File: src/ccpc_pkg.sv
// constants for the cpu clock and power control block
// assumes a 25 MHz core clock and byte-wide indexed config port access
package ccpc_pkg;
  // indexed config port pair and register indices
  localparam logic [15:0] IDX_PORT     = 16'h0022;
  localparam logic [15:0] DATA_PORT    = 16'h0023;
  localparam logic [7:0]  IDX_SPEED    = 8'h80;
  localparam logic [7:0]  IDX_SLOWDOWN = 8'h81;
  localparam logic [7:0]  IDX_CLKCTL   = 8'h82;
  localparam logic [7:0]  IDX_PINSEL   = 8'h83;
  // reset values
  localparam logic [4:0]  SPEED_RST    = 5'h00;
  localparam logic [5:0]  SLOW_RST     = 6'h00;
  localparam logic [7:0]  CLKCTL_RST   = 8'h21;
  localparam logic [3:0]  PINSEL_RST   = 4'h8;
  // field positions in the clock control register
  localparam int DMA_LSB   = 5;
  localparam int STBY_BIT  = 4;
  localparam int OSC_BIT   = 3;
  localparam int DLY_LSB   = 1;
  localparam int SUSP_BIT  = 0;
  // present speed codes
  localparam logic [2:0]  SPD_1M   = 3'h0;
  localparam logic [2:0]  SPD_2M   = 3'h1;
  localparam logic [2:0]  SPD_4M   = 3'h2;
  localparam logic [2:0]  SPD_8M   = 3'h3;
  localparam logic [2:0]  SPD_16M  = 3'h4;
  localparam logic [2:0]  SPD_33M  = 3'h5;
  localparam logic [2:0]  SPD_MULT = 3'h6;
  // power manager modes
  typedef enum logic [2:0] {
    PM_LOW     = 3'h0,
    PM_HIGH    = 3'h1,
    PM_HYPER   = 3'h2,
    PM_STANDBY = 3'h3,
    PM_SUSPEND = 3'h4
  } ccpc_mode_t;
  // clock rate selector presented to the clock generator
  typedef enum logic [3:0] {
    CR_1M04  = 4'h0,
    CR_2M07  = 4'h1,
    CR_4M15  = 4'h2,
    CR_8M29  = 4'h3,
    CR_16M59 = 4'h4,
    CR_33M18 = 4'h5,
    CR_66M   = 4'h6,
    CR_99M   = 4'h7,
    CR_STOP  = 4'hF
  } ccpc_rate_t;
  // timing
  localparam longint CLK_HZ       = 25000000;
  localparam longint SLOW_BASE_MS = 250;
  localparam longint FAST_BASE_S  = 4;
  localparam longint PLL_MAX_MS   = 32;
  localparam longint MS_CYCLES    = CLK_HZ / 1000;
  localparam longint SLOW_CYCLES  = SLOW_BASE_MS * MS_CYCLES;
  localparam longint FAST_CYCLES  = FAST_BASE_S * CLK_HZ;
  localparam longint PLL_CYCLES   = PLL_MAX_MS * MS_CYCLES;
  // slowdown one-hot state
  typedef enum logic [2:0] {
    SD_IDLE = 3'b001,
    SD_FAST = 3'b010,
    SD_SLOW = 3'b100
  } ccpc_sd_t;
  typedef enum logic [1:0] {
    PL_RUN  = 2'b01,
    PL_WAIT = 2'b10
  } ccpc_pll_t;
endpackage

File: src/ccpc_top.sv
// cpu clock selection, auto slowdown, dma clock, pll control and clock pin mux
// assumes byte i/o cycles to the index/data port pair and a power manager mode input
`timescale 1ns/100ps
// Notes on behaviour
// [RL1] registers 80h-83h via ports 22h/23h
// [RL2] three-bit read-only present cpu speed
// [RL3] code 110 means multiplied, see bit0
// [RL4] writes to present speed ignored
// [RL5] low mode rate from low select
// [RL6] high mode rate from high select
// [RL7] hyper mode doubles or triples clock
// [RL8] override allows slowdown under external power
// [RL9] slowdown alternates in highest allowed mode
// [RL10] slow period 0.25 to 2 seconds
// [RL11] slow rate high or low mode
// [RL12] fast period 4 to 32 seconds
// [RL13] fast rate hyper or high mode
// [RL14] dma clock select, capped by cpu
// [RL15] standby may switch high pll off
// [RL16] live 32 kHz level, writes ignored
// [RL17] system pll restart delay 32-4 ms
// [RL18] suspend keeps or stops system plls
// [RL19] clock pin source select mux
module ccpc_top #(
  parameter longint SLOW_UNIT = ccpc_pkg::SLOW_CYCLES,
  parameter longint FAST_UNIT = ccpc_pkg::FAST_CYCLES,
  parameter longint PLL_UNIT  = ccpc_pkg::PLL_CYCLES
) (
  // clock and reset
  input  wire logic        clk,
  input  wire logic        nrst,
  // i/o bus
  input  wire logic [15:0] io_addr,
  input  wire logic        io_wr,
  input  wire logic        io_rd,
  input  wire logic [7:0]  io_wdata,
  output logic      [7:0]  io_rdata,
  // power manager
  input  wire logic [2:0]  power_manager_mode,
  input  wire logic        hyper_enabled,
  input  wire logic        external_power_input,
  input  wire logic        slow_oscillator,
  // clock generator controls
  output logic      [3:0]  processor_clock_rate,
  output logic      [3:0]  dma_clock_rate,
  output logic             high_pll_on,
  output logic             system_pll_on,
  output logic             system_pll_ready,
  output logic      [3:0]  clock_pin_select,
  output logic             clock_pin_oe
);
  logic [7:0] index_q;
  logic [4:0] speed_q;
  logic [5:0] slow_q;
  logic [7:0] clkctl_q;
  logic [3:0] pinsel_q;
  logic       data_wr;
  logic       data_rd;
  logic [3:0] rate_d;
  logic [3:0] low_rate;
  logic [3:0] high_rate;
  logic [3:0] hyper_rate;
  logic [2:0] pres_d;
  logic       highest;
  logic       sd_allow;
  ccpc_pkg::ccpc_sd_t  sd_q;
  ccpc_pkg::ccpc_pll_t pl_q;
  logic [31:0] sd_cnt_q;
  logic [31:0] pll_cnt_q;
  logic        pll_want;
  logic        pll_want_q;
  logic [31:0] fast_last;
  logic [31:0] slow_last;
  logic [31:0] pll_last;
  logic        fast_done;
  logic        slow_done;
  logic        high_want;

  // [RL1] data port decode
  assign data_wr = io_wr && (io_addr == ccpc_pkg::DATA_PORT);
  assign data_rd = io_rd && (io_addr == ccpc_pkg::DATA_PORT);

  // index latch
  always_ff @(posedge clk or negedge nrst) begin
    if (!nrst) begin
      index_q <= 8'h00;
    end else if (io_wr && io_addr == ccpc_pkg::IDX_PORT) begin
      index_q <= io_wdata;
    end
  end

  // [RL4] writable fields only; present speed not stored
  always_ff @(posedge clk or negedge nrst) begin
    if (!nrst) begin
      speed_q  <= ccpc_pkg::SPEED_RST;
      slow_q   <= ccpc_pkg::SLOW_RST;
      clkctl_q <= ccpc_pkg::CLKCTL_RST;
      pinsel_q <= ccpc_pkg::PINSEL_RST;
    end else if (data_wr) begin
      case (index_q)
        ccpc_pkg::IDX_SPEED:    speed_q  <= io_wdata[4:0];
        ccpc_pkg::IDX_SLOWDOWN: slow_q   <= io_wdata[5:0];
        // [RL16] sample bit is not writable
        ccpc_pkg::IDX_CLKCTL:   clkctl_q <= {io_wdata[7:4], 1'b0, io_wdata[2:0]};
        ccpc_pkg::IDX_PINSEL:   pinsel_q <= io_wdata[3:0];
        default: ;
      endcase
    end
  end

  // [RL5] low mode rates
  always_comb begin
    case (speed_q[4:3])
      2'h0:    low_rate = ccpc_pkg::CR_8M29;
      2'h1:    low_rate = ccpc_pkg::CR_4M15;
      2'h2:    low_rate = ccpc_pkg::CR_2M07;
      default: low_rate = ccpc_pkg::CR_1M04;
    endcase
  end

  // [RL6] high mode rates; reserved code falls back to 8.29
  always_comb begin
    case (speed_q[2:1])
      2'h1:    high_rate = ccpc_pkg::CR_16M59;
      2'h2:    high_rate = ccpc_pkg::CR_33M18;
      default: high_rate = ccpc_pkg::CR_8M29;
    endcase
  end

  // [RL7] hyper doubles or triples
  assign hyper_rate = speed_q[0] ? ccpc_pkg::CR_99M : ccpc_pkg::CR_66M;

  // [RL9] highest allowed mode depends on hyper availability
  assign highest = hyper_enabled ? (power_manager_mode == ccpc_pkg::PM_HYPER)
                                 : (power_manager_mode == ccpc_pkg::PM_HIGH);
  // [RL8] external power blocks slowdown unless overridden
  assign sd_allow = slow_q[4] && highest && (!external_power_input || slow_q[5]);

  // [RL10] [RL12] last count of each phase; the unit doubles per code step
  assign fast_last = 32'((FAST_UNIT << slow_q[1:0]) - 1);
  assign slow_last = 32'((SLOW_UNIT << slow_q[3:2]) - 1);
  // compare with >= so a shorter code written mid-phase ends it at once
  assign fast_done = (sd_cnt_q >= fast_last);
  assign slow_done = (sd_cnt_q >= slow_last);

  // slowdown sequencer; counter is wide enough for 32 s at 25 MHz
  always_ff @(posedge clk or negedge nrst) begin
    if (!nrst) begin
      sd_q     <= ccpc_pkg::SD_IDLE;
      sd_cnt_q <= 32'h0000_0000;
    end else begin
      case (sd_q)
        ccpc_pkg::SD_IDLE: begin
          sd_cnt_q <= 32'h0000_0000;
          if (sd_allow) begin
            sd_q <= ccpc_pkg::SD_FAST;
          end
        end
        ccpc_pkg::SD_FAST: begin
          // [RL12] fast hold 4 s shifted by code
          if (!sd_allow) begin
            sd_q <= ccpc_pkg::SD_IDLE;
          end else if (fast_done) begin
            sd_q     <= ccpc_pkg::SD_SLOW;
            sd_cnt_q <= 32'h0000_0000;
          end else begin
            sd_cnt_q <= sd_cnt_q + 32'h0000_0001;
          end
        end
        ccpc_pkg::SD_SLOW: begin
          // [RL10] slow hold 0.25 s shifted by code
          if (!sd_allow) begin
            sd_q <= ccpc_pkg::SD_IDLE;
          end else if (slow_done) begin
            sd_q     <= ccpc_pkg::SD_FAST;
            sd_cnt_q <= 32'h0000_0000;
          end else begin
            sd_cnt_q <= sd_cnt_q + 32'h0000_0001;
          end
        end
        default: begin
          sd_q     <= ccpc_pkg::SD_IDLE;
          sd_cnt_q <= 32'h0000_0000;
        end
      endcase
    end
  end

  // rate for the current mode and slowdown phase
  always_comb begin
    case (power_manager_mode)
      ccpc_pkg::PM_LOW:   rate_d = low_rate;
      ccpc_pkg::PM_HIGH:  rate_d = high_rate;
      ccpc_pkg::PM_HYPER: rate_d = hyper_rate;
      default:            rate_d = ccpc_pkg::CR_STOP;
    endcase
    // sequencer lags a mode change by one edge, so gate on the live permission
    if (sd_allow && sd_q == ccpc_pkg::SD_SLOW) begin
      // [RL11] slow rate one step below top
      rate_d = hyper_enabled ? high_rate : low_rate;
    end else if (sd_allow && sd_q == ccpc_pkg::SD_FAST) begin
      // [RL13] fast rate is the top mode
      rate_d = hyper_enabled ? hyper_rate : high_rate;
    end
  end

  // [RL2] [RL3] present speed code from running rate
  always_comb begin
    case (processor_clock_rate)
      ccpc_pkg::CR_1M04:  pres_d = ccpc_pkg::SPD_1M;
      ccpc_pkg::CR_2M07:  pres_d = ccpc_pkg::SPD_2M;
      ccpc_pkg::CR_4M15:  pres_d = ccpc_pkg::SPD_4M;
      ccpc_pkg::CR_8M29:  pres_d = ccpc_pkg::SPD_8M;
      ccpc_pkg::CR_16M59: pres_d = ccpc_pkg::SPD_16M;
      ccpc_pkg::CR_33M18: pres_d = ccpc_pkg::SPD_33M;
      ccpc_pkg::CR_66M:   pres_d = ccpc_pkg::SPD_MULT;
      ccpc_pkg::CR_99M:   pres_d = ccpc_pkg::SPD_MULT;
      default:            pres_d = ccpc_pkg::SPD_1M;
    endcase
  end

  // registered clock outputs
  always_ff @(posedge clk or negedge nrst) begin
    if (!nrst) begin
      processor_clock_rate <= ccpc_pkg::CR_8M29;
      dma_clock_rate       <= ccpc_pkg::CR_4M15;
      clock_pin_select     <= ccpc_pkg::PINSEL_RST;
      clock_pin_oe         <= 1'b0;
    end else begin
      processor_clock_rate <= rate_d;
      // [RL14] dma rate, never faster than a running cpu; stays at its cap while the cpu is stopped
      case (clkctl_q[ccpc_pkg::DMA_LSB +: 2])
        2'h0:    dma_clock_rate <= ccpc_pkg::CR_STOP;
        2'h1:    dma_clock_rate <= (rate_d < ccpc_pkg::CR_4M15) ? rate_d : ccpc_pkg::CR_4M15;
        2'h2:    dma_clock_rate <= (rate_d < ccpc_pkg::CR_8M29) ? rate_d : ccpc_pkg::CR_8M29;
        default: dma_clock_rate <= (rate_d < ccpc_pkg::CR_16M59) ? rate_d : ccpc_pkg::CR_16M59;
      endcase
      // [RL19] pin source select, top bit gives dc
      clock_pin_select <= pinsel_q;
      clock_pin_oe     <= !pinsel_q[3] && (pinsel_q != 4'h1);
    end
  end

  // [RL15] [RL18] pll enables by power mode
  assign pll_want = !((power_manager_mode == ccpc_pkg::PM_SUSPEND) && !clkctl_q[ccpc_pkg::SUSP_BIT]);
  // [RL15] high pll off in standby when asked, and with the system plls in suspend
  assign high_want = !((power_manager_mode == ccpc_pkg::PM_STANDBY) && clkctl_q[ccpc_pkg::STBY_BIT]) && pll_want;

  // [RL17] last count of the restart wait; the unit halves per code step
  assign pll_last = 32'((PLL_UNIT >> clkctl_q[ccpc_pkg::DLY_LSB +: 2]) - 1);

  // [RL17] restart delay; cpu pll not affected
  always_ff @(posedge clk or negedge nrst) begin
    if (!nrst) begin
      pl_q             <= ccpc_pkg::PL_RUN;
      pll_cnt_q        <= 32'h0000_0000;
      pll_want_q       <= 1'b1;
      system_pll_on    <= 1'b1;
      system_pll_ready <= 1'b1;
      high_pll_on      <= 1'b1;
    end else begin
      pll_want_q    <= pll_want;
      system_pll_on <= pll_want;
      high_pll_on   <= high_want;
      case (pl_q)
        ccpc_pkg::PL_RUN: begin
          system_pll_ready <= pll_want;
          if (pll_want && !pll_want_q) begin
            pl_q             <= ccpc_pkg::PL_WAIT;
            pll_cnt_q        <= 32'h0000_0000;
            system_pll_ready <= 1'b0;
          end
        end
        ccpc_pkg::PL_WAIT: begin
          if (!pll_want) begin
            pl_q <= ccpc_pkg::PL_RUN;
          end else if (pll_cnt_q >= pll_last) begin
            pl_q             <= ccpc_pkg::PL_RUN;
            system_pll_ready <= 1'b1;
          end else begin
            pll_cnt_q <= pll_cnt_q + 32'h0000_0001;
          end
        end
        default: pl_q <= ccpc_pkg::PL_RUN;
      endcase
    end
  end

  // read data, registered one cycle after the read strobe
  always_ff @(posedge clk or negedge nrst) begin
    if (!nrst) begin
      io_rdata <= 8'h00;
    end else if (data_rd) begin
      case (index_q)
        ccpc_pkg::IDX_SPEED:    io_rdata <= {pres_d, speed_q};
        ccpc_pkg::IDX_SLOWDOWN: io_rdata <= {2'h0, slow_q};
        // [RL16] live oscillator level
        ccpc_pkg::IDX_CLKCTL:   io_rdata <= {clkctl_q[7:4], slow_oscillator, clkctl_q[2:0]};
        ccpc_pkg::IDX_PINSEL:   io_rdata <= {4'h0, pinsel_q};
        default:                io_rdata <= 8'hFF;
      endcase
    end else if (io_rd && io_addr == ccpc_pkg::IDX_PORT) begin
      io_rdata <= index_q;
    end
  end
endmodule

File: config.mk
export PLATFORM = sky130hd
export DESIGN_NAME = ccpc_top
export DESIGN_NICKNAME = d
export VERILOG_FILES = /design/src/ccpc_pkg.sv /design/src/ccpc_top.sv
export SDC_FILE = /design/constraint.sdc
export NUM_CORES = 1
export LEC_CHECK = 0
export BUFFER_PORTS_ARGS = -buffer_cell sky130_fd_sc_hd__buf_2
export CORE_UTILIZATION = 35
export DETAILED_ROUTE_END_ITERATION = 10
export GPL_TIMING_DRIVEN = 0
export SYNTH_ARGS = -nofsm -noshare
export SYNTH_HDL_FRONTEND = slang
export SYNTH_SLANG_ARGS = --single-unit
File: constraint.sdc
create_clock -name clk -period 4.05 [get_ports clk]
set_input_delay 0.405 -clock clk [delete_from_list [all_inputs] [get_ports clk]]
set_output_delay 0.405 -clock clk [all_outputs]
set_load 0.02 [all_outputs]
==> impl_metrics.env, run 1 <==
export IMPL_async_reset_ff_share_pct=100
export IMPL_cts_resized=0
export IMPL_io_pin_count=58
export IMPL_layout_min_cycle_time_ns=3.60
export IMPL_slew_headroom_pct=45.5
export IMPL_tightest_slew_ns=0.811
export IMPL_drv_cap=0
export IMPL_track_usage_pct=17.0
export IMPL_overflow=0
export IMPL_grt_pass1_vias=6329
export IMPL_route_detailed_drc=0
export IMPL_cts_buffers=17
export IMPL_syn_avg_cell_area_sq_um=9.73
export IMPL_worstPathRequired_ns=4.36
export IMPL_muxShareOfSynthArea_pct=6.00
export IMPL_maxSlewViolCount=0
export IMPL_rr_worst_depth=13
export IMPL_dp_cells=1181
export IMPL_vias=6416
export IMPL_p_leak_nw=4.16
export IMPL_setup_viol=0
export IMPL_synth_top_family_by_area="simple AND/OR/NAND/NOR gates"
export IMPL_via_per_inst=5.29
export IMPL_cp_max_fo=10
export IMPL_fillers=2239
export IMPL_synth_top_area_cell="dfrtp_1"
export IMPL_path_clk_slew_ns=0.06
export IMPL_globalplace_congestion=0.853
export IMPL_rows=55
export IMPL_antenna_found_initial=0
export IMPL_end_kind="flop"
export IMPL_fin_util_pct=41.4
export IMPL_cts_sinks=123
export IMPL_synth_seq_cells=123
export IMPL_criticalPathCategory="flop to flop"
export IMPL_hold_depth=2
export IMPL_antenna_cells=0
export IMPL_grt_pass1_wl_microns=31900
export IMPL_synth_enable_flop_cells=0
export IMPL_cts_buffer_depth=2
export IMPL_core_sq_um=22600
export IMPL_dieArea_sq_um=23500
export IMPL_max_freq_mhz=278
export IMPL_die_y_microns=153
export IMPL_finalCritPeriodShare_pct=88.8
export IMPL_rsz0062_at_grt="no"
export IMPL_arrival_ns=3.91
export IMPL_synth_compound_area_share_pct=9.82
export IMPL_synth_xor_area_share_pct=6.44
export IMPL_grt_max_degree=68
export IMPL_cts_tree="yes"
export IMPL_hold_ws_ns=0.227
export IMPL_hp_class="input pin to flop"
export IMPL_fin_nets=1031
export IMPL_synth_most_common_cell="dfrtp_1"
export IMPL_synth_flop_cell="dfrtp_1"
export IMPL_synth_top_area_share_pct=34.6
export IMPL_clock_latency_ns=0.43
export IMPL_drive_gt1_share_pct=19.5
export IMPL_ir_drop_uv=238
export IMPL_place_hpwl_microns=14100
export IMPL_synth_area_sq_um=8020
export IMPL_drt_first_pass_iters=5
export IMPL_drt_initial_drc_count=290
export IMPL_synth_simple_area_share_pct=22.9
export IMPL_yosysSeqAreaShare_pct=38.5
export IMPL_outcome="completed"
export IMPL_final_hold_viol_count=0
export IMPL_power_density_nw_per_um2=310
export IMPL_initial_core_util_pct=35.5
export IMPL_worst_setup_path_start_kind="flop"
export IMPL_yosys_warnings=0
export IMPL_finalNonFillerCells=1214
export IMPL_wirelength_microns=18700
export IMPL_root_buffer="clkbuf_16"
export IMPL_final_antenna_net_count=0
export IMPL_die_x_microns=153
export IMPL_synth_common_cells="dfrtp_1 (111), nor2_1 (104), ha_1 (81)"
export IMPL_io_buffers=55
export IMPL_synth_area_leaders="dfrtp_1 (35%), ha_1 (13%), nor2_1 (4.9%)"
export IMPL_synthAdderAreaFrac_pct=12.6
export IMPL_syn2layout_area_growth_pct=16.3
export IMPL_htree_levels=4
export IMPL_wl_per_cell_microns=15.4
export IMPL_synth_cell_types=75
export IMPL_skew_ns=0.00933
export IMPL_finalSetupTns_ns=0
export IMPL_syn_inst=825
path summary, 6_finish.rpt:
path / from / end / slack [ns]
max: clkctl_q[2] / pll_cnt_q[0] / 0.45
max in group asynchronous: nrst / pl_q[0] / 2.77
min in group asynchronous: nrst / io_rdata[6] / 0.50
max reg2reg: clkctl_q[2] / pll_cnt_q[0] / 0.45
min: io_wdata[6] / index_q[6] / 0.23
min reg2reg: pinsel_q[3] / clock_pin_select[3] / 0.40
cell type report:
type                            count  area, sq um  area share (%)
Buffer                             27          130            1.39
Clock buffer                       17          425            4.56
Clock inverter                     15          146            1.57
Inverter                           41          154            1.65
Multi-Input combinational cell    649         4710            50.5
Sequential cell                   123         3090            33.1
Tap cell                          285          357            3.82
Timing Repair Buffer               57          319            3.42
worst max-delay path, cell delays in order, from the launching register on:
cell and delay, ns:
dfrtp_1 0.56, inv_1 0.17, ha_1 0.35, nor2b_1 0.12, nand4_1 0.12, xnor2_1 0.14
ha_1 0.19, a21oi_1 0.13, o21ai_0 0.18, a2111oi_2 0.46, o211ai_4 0.15, nor3_1 0.40
nor2_1 0.17, mux2_1 0.35
registers in the layout, summed over array words and instances (netlist names), 5 cells and up:
register and flops:
clkctl_q 7, index_q 8, io_rdata 8, pll_cnt_q 32
slow_q 6, speed_q 5, sd_cnt_q 32
through the flow:
| stage | area, sq um | setup WS (ns) | total power [mW] |
|---|---|---|---|
| final | 9330 | 0.453 | 2.89 |
| after global routing | 9330 | 0.0930 | 3.00 |
| after CTS | 9330 | 0.419 | 2.93 |
| after detailed placement | 8750 | 0.469 | 1.43 |
| after global placement | 8710 | 0.494 | 1.42 |
| after floorplan | 8080 | 0.993 | 1.35 |
layer usage:
layer | up-vias | global-route usage (%) | wire length, microns
met5 | - | 0 | 0
met4 | 0 | 6.24 | 382
li1 | 3131 | - | -
met1 | 3160 | 22.5 | 8980
met3 | 27 | 3.49 | 606
met2 | 98 | 27.3 | 8720
where the power goes:
part           internal, mW  total, mW  leakage, nW  switching, mW
clock                 0.817       1.49        0.277          0.670
combinational        0.0499      0.141         2.24         0.0912
sequential             1.25       1.26         1.64         0.0176
total                  2.11       2.89         4.16          0.779
layout by cell type (no fill, tap or decap), types with 9 or more instances in the layout:
master / n
inv_1: 40
xnor2_1: 44
clkbuf_16: 17
nor3_1: 21
nor4_2: 11
and4_1: 11
buf_2: 59
nor3_2: 10
ha_1: 81
mux2_2: 31
nand2_1: 62
nand2b_1: 9
nor2_1: 104
and3_1: 12
dfrtp_1: 111
xor2_1: 15
a21oi_1: 28
clkbuf_1: 18
o21ai_0: 33
nand3_1: 25
conb_1: 17
dfstp_2: 12
nor2b_1: 10
nand4_1: 29
logic make-up (layout without fill, tap and decap cells):
logic type      count (synthesis)  in the layout
simple gates                  336            336
flops                         123            123
compound gates                117            117
fa+ha+maj                      81             81
buf+inv                        68            157
xor+xnor                       59             59
mux                            39             39
other cells                     2             17
timing repair:
action                                 4_1_cts  5_1_grt
endpoints found under the hold margin       49        0
hold buffers                                 1        0
setup buffers                                0        0
Note: power is estimated with default switching activity, not from simulation.
==> inputs of run 2 (changes only) <==
Settings changed: PLACE_DENSITY_LB_ADDON from default to 0.2.
==> impl_metrics.env, run 2 (synthesis results as in run 1) <==
export IMPL_skew_ns=0.00884
export IMPL_fin_nets=1031
export IMPL_rsz0062_at_grt="no"
export IMPL_arrival_ns=3.96
export IMPL_cts_sinks=123
export IMPL_clock_latency_ns=0.43
export IMPL_p_comb_share_pct=4.6
export IMPL_fillers=2239
export IMPL_grt_pass1_vias=6104
export IMPL_cts_setup_buffers=0
export IMPL_power_density_nw_per_um2=323
export IMPL_p_clk_share_pct=53.7
export IMPL_final_hold_viol_count=0
export IMPL_dieArea_sq_um=23500
export IMPL_initial_core_util_pct=35.5
export IMPL_root_buffer="clkbuf_16"
export IMPL_drt_first_pass_iters=4
export IMPL_core_sq_um=22600
export IMPL_grt_pass1_wl_microns=32000
export IMPL_syn2layout_area_growth_pct=17.0
export IMPL_overflow=0
export IMPL_ir_drop_uv=239
export IMPL_setup_viol=0
export IMPL_cts_buffer_depth=2
export IMPL_worstPathRequired_ns=4.36
export IMPL_cpMaxStageDelayCell="dfrtp_1"
export IMPL_startpoint="clkctl_q[2]"
export IMPL_vias=6234
export IMPL_grt_max_degree=65
export IMPL_drive_gt1_share_pct=19.5
export IMPL_hp_class="input pin to flop"
export IMPL_outcome="completed"
export IMPL_criticalPathCategory="flop to flop"
export IMPL_tightest_slew_ns=0.832
export IMPL_max_stage_delay_ns=0.55
export IMPL_die_y_microns=153
export IMPL_rows=55
export IMPL_layout_commonest_cell="dfrtp_1"
export IMPL_rrSetupSlack_ns=0.40
export IMPL_top_regs="pll_cnt_q x32, sd_cnt_q x32"
export IMPL_track_usage_pct=17.2
export IMPL_antenna_cells=0
export IMPL_path_clk_slew_ns=0.06
export IMPL_cp_max_fo=10
export IMPL_layout_min_cycle_time_ns=3.65
export IMPL_globalplace_congestion=0.832
export IMPL_rr_worst_depth=13
export IMPL_wl_per_cell_microns=15.6
export IMPL_seq_power_share_pct=41.7
export IMPL_finalSetupTns_ns=0
export IMPL_p_leak_nw=4.18
export IMPL_drt_initial_drc_count=329
export IMPL_endpoint="pll_cnt_q[0]"
export IMPL_wirelength_microns=19000
export IMPL_antenna_found_initial=0
export IMPL_route_detailed_drc=0
export IMPL_layout_common_cells="dfrtp_1 (111), nor2_1 (104), ha_1 (81)"
export IMPL_p_total_mw=3.03
export IMPL_io_buffers=55
export IMPL_final_antenna_net_count=0
export IMPL_slew_headroom_pct=44.5
export IMPL_die_x_microns=153
export IMPL_crit_top_cell="ha_1"
export IMPL_switchingPower_mw=0.737
export IMPL_internal_power_mw=2.30
export IMPL_io_pin_count=58
export IMPL_worst_setup_path_start_kind="flop"
export IMPL_drv_cap=0
export IMPL_worstPathCellList="inv_1, ha_1, nor2b_1, nand4_1, xnor2_1, ha_1, a21oi_1, o21ai_0, a2111oi_2, o211ai_4, nor3_1, nor2_1, mux2_1"
export IMPL_end_kind="flop"
export IMPL_maxSlewViolCount=0
export IMPL_cts_buffers=17
export IMPL_htree_levels=4
export IMPL_max_freq_mhz=274
export IMPL_finalCritPeriodShare_pct=90.1
export IMPL_place_hpwl_microns=14300
export IMPL_cts_tree="yes"
export IMPL_r2r_end="pll_cnt_q[0]"
export IMPL_r2r_start="clkctl_q[2]"
export IMPL_switching_share_pct=24.3
export IMPL_via_per_inst=5.14
run 2: worst min path at each step:
| stage | cells after the start | from | to | slack (ns) |
|---|---|---|---|---|
| finish | 2 | io_wdata[7] | index_q[7] | 0.23 |
| global route | 2 | io_wdata[7] | index_q[7] | 0.22 |
| CTS | 2 | io_wdata[7] | index_q[7] | 0.22 |
| detailed placement | 0 | pinsel_q[3] | clock_pin_select[3] | 0.39 |
| global placement | 0 | pinsel_q[3] | clock_pin_select[3] | 0.39 |
| floorplan | 0 | nrst | clkctl_q[1] | 0.11 |
run 2: metrics by stage:
step / hold slack, ns / worst slack (ns) / area [sq um] / std cells / util, %
2_1_floorplan: 0.109 / 0.993 / 8080 / 840 / -
3_3_place_gp: 0.387 / 0.509 / 8710 / 1180 / 38.6
3_5_place_dp: 0.388 / 0.438 / 8750 / 1181 / 38.7
4_1_cts: 0.219 / 0.387 / 9380 / 1214 / 41.6
5_1_grt: 0.219 / 0.178 / 9390 / 1214 / 41.6
6_report: 0.231 / 0.399 / 9390 / 1214 / 41.6
run 2: area by class of cell:
cell class	count	area (sq um)	area share, %
sequential	123	3090	33.0
timing repair buffer	57	319	3.40
multi-input combinational	649	4710	50.2
buffer	27	130	1.39
clock inverter	14	185	1.97
clock buffer	18	439	4.68
tap	285	357	3.80
inverter	41	154	1.64
run 2: metal layers:
layer	GRT usage, %	wire (microns)	vias to the layer above
li1	-	-	3133
met1	24.6	9680	3015
met2	26.4	8600	75
met3	3.26	521	11
met4	4.62	173	0
met5	0	0	-
run 2: power groups by stage:
stage	sequential [mW]	combinational (mW)	clock, mW
final	1.26	0.141	1.63
after detailed placement	1.29	0.143	0
after CTS	1.26	0.144	1.67
after global routing	1.27	0.162	1.73
after global placement	1.29	0.138	0
after floorplan	1.29	0.0656	0
run 2: repair_timing:
item                      in CTS  in global routing
hold endpoints to repair      52                  0
hold buffers                   1                  0
gates resized for setup        0                  0
run 2: worst max-delay path: cells and delay by family, from the launching register on:
family                   cells  cell delay, ns
adder cells (fa/ha/maj)      2            0.56
buffers and inverters        1            0.17
AO/OA/AOI/OAI                4            0.97
AND/OR/NAND/NOR              4            0.79
XOR/XNOR                     1            0.15
flip-flops                   1            0.55
multiplexers                 1            0.34
